File: config.mk
export PLATFORM = sky130hd
export DESIGN_NAME = oscillator_warmup_counter
export DESIGN_NICKNAME = d
export VERILOG_FILES = /design/src/inc/warmup_pkg.sv /design/src/source_tick.sv /design/src/oscillator_warmup_counter.sv
export SDC_FILE = /design/constraint.sdc
export NUM_CORES = 1
export LEC_CHECK = 0
export BUFFER_PORTS_ARGS = -buffer_cell sky130_fd_sc_hd__buf_2
export CORE_AREA = 8 8 93 95
export DETAILED_ROUTE_END_ITERATION = 6
export DIE_AREA = 0 0 101 103
export PLACE_DENSITY_LB_ADDON = 0.3
export SLEW_MARGIN = 20
export SYNTH_ARGS = -nofsm -noshare
export SYNTH_HDL_FRONTEND = slang
export SYNTH_SLANG_ARGS = --single-unit
File: constraint.sdc
create_clock -name clk -period 3.85 [get_ports clk]
set_input_delay 0.77 -clock clk [delete_from_list [all_inputs] [get_ports clk]]
set_output_delay 0.77 -clock clk [all_outputs]
set_load 0.005 [all_outputs]
File: src/inc/warmup_pkg.sv
// Package for the oscillator warm-up counter: control layouts, codes and counts
package warmup_pkg;
  // Lower timer control byte layout
  localparam int LOW_FLOP_BIT = 7;
  localparam int LOW_SRC_LSB = 4;
  localparam int LOW_SRC_MSB = 6;
  localparam int LOW_MODE_LSB = 0;
  localparam int LOW_MODE_MSB = 2;
  // Upper timer control byte layout
  localparam int UP_FLOP_BIT = 7;
  localparam int UP_RUN_BIT = 3;
  localparam int UP_MODE_LSB = 0;
  localparam int UP_MODE_MSB = 2;
  localparam logic [2:0] SRC_SLOW = 3'h4;
  localparam logic [2:0] SRC_FAST = 3'h6;
  localparam logic [2:0] LOW_MODE_CASCADE = 3'h3;
  localparam logic [2:0] UP_MODE_WARMUP = 3'h5;
  localparam logic [7:0] LOWER_CTRL_RESET = 8'h00;
  localparam logic [7:0] UPPER_CTRL_RESET = 8'h00;
  localparam logic [7:0] PERIOD_HIGH_RESET = 8'hFF;
  localparam logic [15:0] COUNT_RESET = 16'h0000;
  localparam logic [7:0] COUNT_ONE = 8'h01;
  localparam logic [7:0] PERIOD_LOW_RESET = 8'h00;
  // Counter is built from cascaded byte stages
  localparam int BYTE_W = 8;
  localparam int COUNT_BYTES = 2;

  typedef enum logic [2:0] {
    ST_IDLE = 3'b001,
    ST_COUNT = 3'b010,
    ST_MISCONF = 3'b100
  } warm_state_e;

  typedef struct packed {
    logic [7:0] lowerTimerControl;
    logic [7:0] upperTimerControl;
    logic [7:0] periodLowByte;
    logic [7:0] periodHighByte;
  } warm_cfg_s;

  typedef struct packed {
    logic running;
    logic slowSource;
    logic modeValid;
    logic [15:0] count;
  } warm_status_s;
endpackage

File: src/source_tick.sv
// Two-stage synchroniser and edge detector for the selected timer source clock
`timescale 1ns/1ps
`default_nettype none
module source_tick (
  input wire logic clk, // System clock
  input wire logic sys_rst, // Synchronous reset, high
  input wire logic fastSrc, // Fast oscillator source level
  input wire logic slowSrc, // Slow oscillator source level
  input wire logic selSlow, // High selects slow source
  output logic tick // One-cycle pulse per source rising edge
);
  logic [1:0] fastSync_q;
  logic [1:0] slowSync_q;
  logic prev_q;
  logic cur;

  always_ff @(posedge clk) begin
    if (sys_rst) begin
      fastSync_q <= 2'h0;
      slowSync_q <= 2'h0;
    end else begin
      fastSync_q <= {fastSync_q[0], fastSrc};
      slowSync_q <= {slowSync_q[0], slowSrc};
    end
  end

  // Only the second stages feed the selector
  assign cur = selSlow ? slowSync_q[1] : fastSync_q[1];

  always_ff @(posedge clk) begin
    if (sys_rst) begin
      prev_q <= 1'b0;
    end else begin
      prev_q <= cur;
    end
  end

  assign tick = cur & ~prev_q;
endmodule
`default_nettype wire

File: src/oscillator_warmup_counter.sv
// Warm-up counter mode of two cascaded 8-bit timers forming one 16-bit up-counter
// Summary of operation
// - In warm-up mode the two timers form one 16-bit up-counter clocked by the source chosen in lower control.
// - Matching uses only the upper byte of the period pair; the lower period byte is ignored.
// - On a match the counter clears to zero and the match interrupt request is raised.
// - Counting starts when software sets the run bit in upper control and stops when it clears it.
// - Lower control 43H selects slow source with cascade and flop 0; 63H selects fast source likewise.
// - Upper control 05H selects warm-up mode with upper flop 0 and the counter stopped.
// - At 32.768 kHz, period settings 0100H to FF00H give about 7.81 ms to 1.99 s.
// - On the fast source the same settings give about 16 us to 4.08 ms.
`timescale 1ns/1ps
`default_nettype none
module oscillator_warmup_counter
  import warmup_pkg::*;
(
  input wire logic clk, // System clock, 40 MHz
  input wire logic sys_rst, // Synchronous reset, high
  input wire logic fastSource, // Fast oscillator source clock (pin)
  input wire logic slowSource, // Slow oscillator source clock (pin)
  input wire logic lowerCtrlWe, // Write strobe for lower timer control
  input wire logic upperCtrlWe, // Write strobe for upper timer control
  input wire logic periodLowWe, // Write strobe for period low byte
  input wire logic periodHighWe, // Write strobe for period high byte
  input wire logic [7:0] writeData, // Write data for all strobes
  output warmup_pkg::warm_cfg_s cfg, // Current control and period bytes
  output warmup_pkg::warm_status_s status, // Counter state
  output logic warmupMatchIrq // One-cycle match interrupt request
);
  import warmup_pkg::*;

  logic [7:0] lowerCtrl_q;
  logic [7:0] upperCtrl_q;
  logic [7:0] periodLow_q;
  logic [7:0] periodHigh_q;
  logic [15:0] count_q;
  logic [15:0] count_d;
  logic irq_q;
  logic irq_d;
  warm_state_e state_q;
  warm_state_e state_d;
  logic tick;
  logic selSlow;
  logic modeOk;
  logic runBit;
  logic matchHit;
  logic selSlowPrev_q;
  logic tickOk;
  logic lowModeOk;
  logic upModeOk;
  logic srcOk;
  logic startReq;
  logic countEn;
  logic [COUNT_BYTES-1:0] byteCarry;
  logic [15:0] countStep;

  source_tick srcTick (
    .clk(clk),
    .sys_rst(sys_rst),
    .fastSrc(fastSource),
    .slowSrc(slowSource),
    .selSlow(selSlow),
    .tick(tick)
  );

  // Control and period bytes, one register each
  always_ff @(posedge clk) begin
    if (sys_rst) begin
      lowerCtrl_q <= LOWER_CTRL_RESET;
    end else begin
      if (lowerCtrlWe) begin
        lowerCtrl_q <= writeData;
      end
    end
  end

  always_ff @(posedge clk) begin
    if (sys_rst) begin
      upperCtrl_q <= UPPER_CTRL_RESET;
    end else begin
      if (upperCtrlWe) begin
        upperCtrl_q <= writeData;
      end
    end
  end

  // The low period byte is kept for software only
  always_ff @(posedge clk) begin
    if (sys_rst) begin
      periodLow_q <= PERIOD_LOW_RESET;
    end else begin
      if (periodLowWe) begin
        periodLow_q <= writeData;
      end
    end
  end

  always_ff @(posedge clk) begin
    if (sys_rst) begin
      periodHigh_q <= PERIOD_HIGH_RESET;
    end else begin
      if (periodHighWe) begin
        periodHigh_q <= writeData;
      end
    end
  end

  // Source choice follows the lower control byte; the fast code is the default
  assign selSlow = (lowerCtrl_q[LOW_SRC_MSB:LOW_SRC_LSB] == SRC_SLOW);
  assign lowModeOk = (lowerCtrl_q[LOW_MODE_MSB:LOW_MODE_LSB] == LOW_MODE_CASCADE);
  assign upModeOk = (upperCtrl_q[UP_MODE_MSB:UP_MODE_LSB] == UP_MODE_WARMUP);
  // Any other source code sends a run request to misconfig rather than counting an unknown clock
  assign srcOk = (lowerCtrl_q[LOW_SRC_MSB:LOW_SRC_LSB] == SRC_SLOW)
    || (lowerCtrl_q[LOW_SRC_MSB:LOW_SRC_LSB] == SRC_FAST);
  assign modeOk = lowModeOk && upModeOk && srcOk;
  assign runBit = upperCtrl_q[UP_RUN_BIT];

  // A source change pairs the old edge history with the new pin; drop that one tick
  always_ff @(posedge clk) begin
    if (sys_rst) begin
      selSlowPrev_q <= 1'b0;
    end else begin
      selSlowPrev_q <= selSlow;
    end
  end
  assign tickOk = tick && (selSlow == selSlowPrev_q);

  // Low period byte deliberately unused in the compare
  assign matchHit = (count_q[(COUNT_BYTES - 1) * BYTE_W +: BYTE_W] == periodHigh_q);

  // Two cascaded byte stages; a higher byte steps only when every lower bit is one
  assign byteCarry[0] = 1'b1;
  for (genvar b = 0; b < COUNT_BYTES; b++) begin : g_byte
    assign countStep[b * BYTE_W +: BYTE_W] = count_q[b * BYTE_W +: BYTE_W]
      + {{(BYTE_W - 1){1'b0}}, byteCarry[b]};
    if (b + 1 < COUNT_BYTES) begin : g_carry
      assign byteCarry[b + 1] = byteCarry[b] & (&count_q[b * BYTE_W +: BYTE_W]);
    end
  end

  // A run request with a bad decode parks in misconfig until software fixes or stops it
  always_comb begin
    state_d = state_q;
    case (state_q)
      ST_IDLE: begin
        if (runBit && modeOk) begin
          state_d = ST_COUNT;
        end else if (runBit) begin
          state_d = ST_MISCONF;
        end
      end
      ST_COUNT: begin
        if (!runBit) begin
          state_d = ST_IDLE;
        end else if (!modeOk) begin
          state_d = ST_MISCONF;
        end
      end
      ST_MISCONF: begin
        if (!runBit) begin
          state_d = ST_IDLE;
        end else if (modeOk) begin
          state_d = ST_COUNT;
        end
      end
      default: state_d = ST_IDLE;
    endcase
  end

  always_ff @(posedge clk) begin
    if (sys_rst) begin
      state_q <= ST_IDLE;
    end else begin
      state_q <= state_d;
    end
  end

  // Counter holds its value while stopped so software can inspect it
  assign startReq = (state_q == ST_IDLE) && runBit && modeOk;
  assign countEn = (state_q == ST_COUNT) && runBit && tickOk;
  always_comb begin
    count_d = count_q;
    irq_d = 1'b0;
    if (countEn) begin
      if (matchHit) begin
        count_d = COUNT_RESET;
        irq_d = 1'b1;
      end else begin
        count_d = countStep;
      end
    end else if (startReq) begin
      // A start from idle always measures from zero, whatever a stop left behind; leaving misconfig keeps the count
      count_d = COUNT_RESET;
    end
  end

  always_ff @(posedge clk) begin
    if (sys_rst) begin
      count_q <= COUNT_RESET;
      irq_q <= 1'b0;
    end else begin
      count_q <= count_d;
      irq_q <= irq_d;
    end
  end

  assign warmupMatchIrq = irq_q;
  always_comb begin
    cfg.lowerTimerControl = lowerCtrl_q;
    cfg.upperTimerControl = upperCtrl_q;
    cfg.periodLowByte = periodLow_q;
    cfg.periodHighByte = periodHigh_q;
    status.running = (state_q == ST_COUNT);
    status.slowSource = selSlow;
    status.modeValid = modeOk;
    status.count = count_q;
  end
endmodule
`default_nettype wire

==> metrics.yaml <==
yosysTopAreaCell: "dfxtp_1"
setup_viol: 0
grt_first_pass_wirelength_microns: 9763
final_cell_mix: "67 x buf_2, 58 x dfxtp_1, 31 x nor2_1, 26 x mux2i_1"
route.detailed.drc: 0
multi_input_area_sq_mm: 0.001171
n_fill_cell: 753
overflow: 0
hold_viol: 0
cts_buffers: 9
gp_congestion: 0.7802
crit_path_start_kind: "register"
synth_area_leaders: "dfxtp_1 48%, mux2i_1 11%, nor2_1 4.8%, nor2b_1 3.3%, a211o_1 2.9%"
end_kind: "primary output"
fin_ws_ns: 1.481
ant_nets: 0
status: "finished, final reports clean"
ys_seq_area_share_pct: 47.76
maxCapViolations: 0
die_y_microns: 103
antenna_found_initial: 0
grt_pass1_vias: 1979
utilization_pct: 42.90
critPathRequiredTime_ns: 3.08
track_usage_pct: 12.09
ctsHoldBuffers: 0
period_share_pct: 61.54
final_layout_size_suffix_gt1_share_pct: 28.16
rsz0062_at_grt: "no"
syn-cell-area_sq_mm: 0.002431
seq_area_sq_mm: 0.001161
cts.root.buffer_cell: "clkbuf_8"
io_buffers: 67
drt_iter0_drc: 73
met2_usage_pct: 17.78
syn-num-nets: 267
cts_max_level: 3
start_util_pct: 34.06
die_w_microns: 101
die_area_sq_mm: 0.01040
pre_cts_ws_ns: 1.370
dp_hpwl_microns: 4374
syn_inst: 248
setup-tns-final_ns: 0
avgSynthCellArea_sq_um: 9.803
path_class: "reg2out"
ys_warn_count: 0
areaGrowthSynthToFinish_pct: 25.94
hold_path.class: "reg2reg"
vdd_drop_max_mv: 0.3027
top_usage_layer: "met2"
worst_hold_slack_ns: 0.4389
ios: 68
path_clk_slew_ns: 0.07
core.rowCount: 31
leakagePower_uw: 0.001384
core_sq_mm: 0.007137
min_period_ns: 2.369
relSlewSlack_pct: 41.73
max_freq_ghz: 0.4221
final_max_slew_viol_count: 0
yosys_register_bits: 58
cts_buffer_depth: 2
cts_tree: "yes"
synth_top_area_share_pct: 47.76
grt_max_degree: 50
drt_wl_total_microns: 6079
n_antenna_cell: 0
worstPathArrival_ns: 1.60
skew_ns: 0.008891
clk_latency_ns: 0.34
synth_cell_types: 41
drt-wirelength-per-cell_microns: 14.65
worstMarginPinSlew_ns: 0.8740
power.density_mw_per_mm2: 465.0
grt_use_met3_pct: 6.887
finalNetCount: 330
final_common_cell: "buf_2"
met1_usage_pct: 14.39
drt_pass1_iterations: 4
avgViaCountPerCell: 4.783
cts.repair.resized: 0
cts_setup_buffers: 0
vias: 1985
numClockSinks: 58
cp_max_fo: 4
## stage by stage
stage,total power [uW],instance area [sq um],std cells
4_1_cts,1442,3062,415
3_5_place_dp,757.3,2814,399
6_report,1424,3062,415
5_1_grt,1481,3062,415
3_3_place_gp,756.0,2814,399
2_1_floorplan,711.6,2431,248
## worst max-delay path: stages (launching register included)
cell,delay [ns]
dfxtp_1,0.38
or4bb_1,0.58
nor2_1,0.16
buf_2,0.14
## cell type report
type                       count  share of cell area, %
clock inverter                 3                  2.248
timing repair buffer          68                  11.20
clock buffer                  13                  5.844
inverter                       4                 0.4904
sequential                    58                  37.92
multi-input combinational    170                  38.25
tap                           99                  4.046
## layer usage
metal,vias to the layer above,wire length (microns)
li1,998,-
met1,911,2805
met2,66,2588
met3,10,590
met4,0,95
met5,-,0
## path summary, 6_finish.rpt
check,start,to,slack (ns),cells past startpoint
min reg2reg,srcTick.fastSync_q[0],srcTick.fastSync_q[1],0.44,1
max reg2reg,lowerCtrl_q[6],count_q[4],1.54,5
max,lowerCtrl_q[6],status[16],1.48,3
min,srcTick.fastSync_q[0],srcTick.fastSync_q[1],0.44,1
## power breakdown
group,internal (uW),total [uW],switching [uW]
registers,625,641,16.5
logic,48.5,101,52.7
clock network,436,681,245
total,1110,1420,314
## flip-flops by register name (all words and copies together) (netlist names)
name                cells
upperCtrl_q             8
count_q                16
srcTick.slowSync_q      2
srcTick.fastSync_q      2
srcTick.prev_q          1
state_q                 3
periodHigh_q            8
lowerCtrl_q             8
selSlowPrev_q           1
periodLow_q             8
warmupMatchIrq          1
## Yosys cell counts (all sizes together)
cell type / instances
and3: 5
xnor2: 2
nor2b: 13
a31oi: 11
mux2: 1
clkbuf: 9
or3b: 1
a32oi: 2
nand4: 1
and4: 1
inv: 4
buf: 7
or3: 2
a21oi: 10
nor2: 31
a41oi: 1
xor2: 8
nand3b: 2
a211o: 8
mux2i: 26
nand3: 2
or4bb: 2
dfxtp: 58
nand4b: 1
nand2b: 10
nor3b: 3
a211oi: 1
nor4: 3
o31ai: 1
nand2: 7
nor3: 5
o21ai: 4
o2bb2ai: 1
o211ai: 2
ha: 3
## cell families after synthesis
family | share of synthesized area, %
multiplexers | 11.17
flip-flops | 47.76
buffers and inverters | 4.065
AND/OR/NAND/NOR | 20.38
AO/OA/AOI/OAI | 11.48
adder cells (fa/ha/maj) | 1.544
XOR/XNOR | 3.603
No activity file was read; power rests on OpenSTA's default activity.
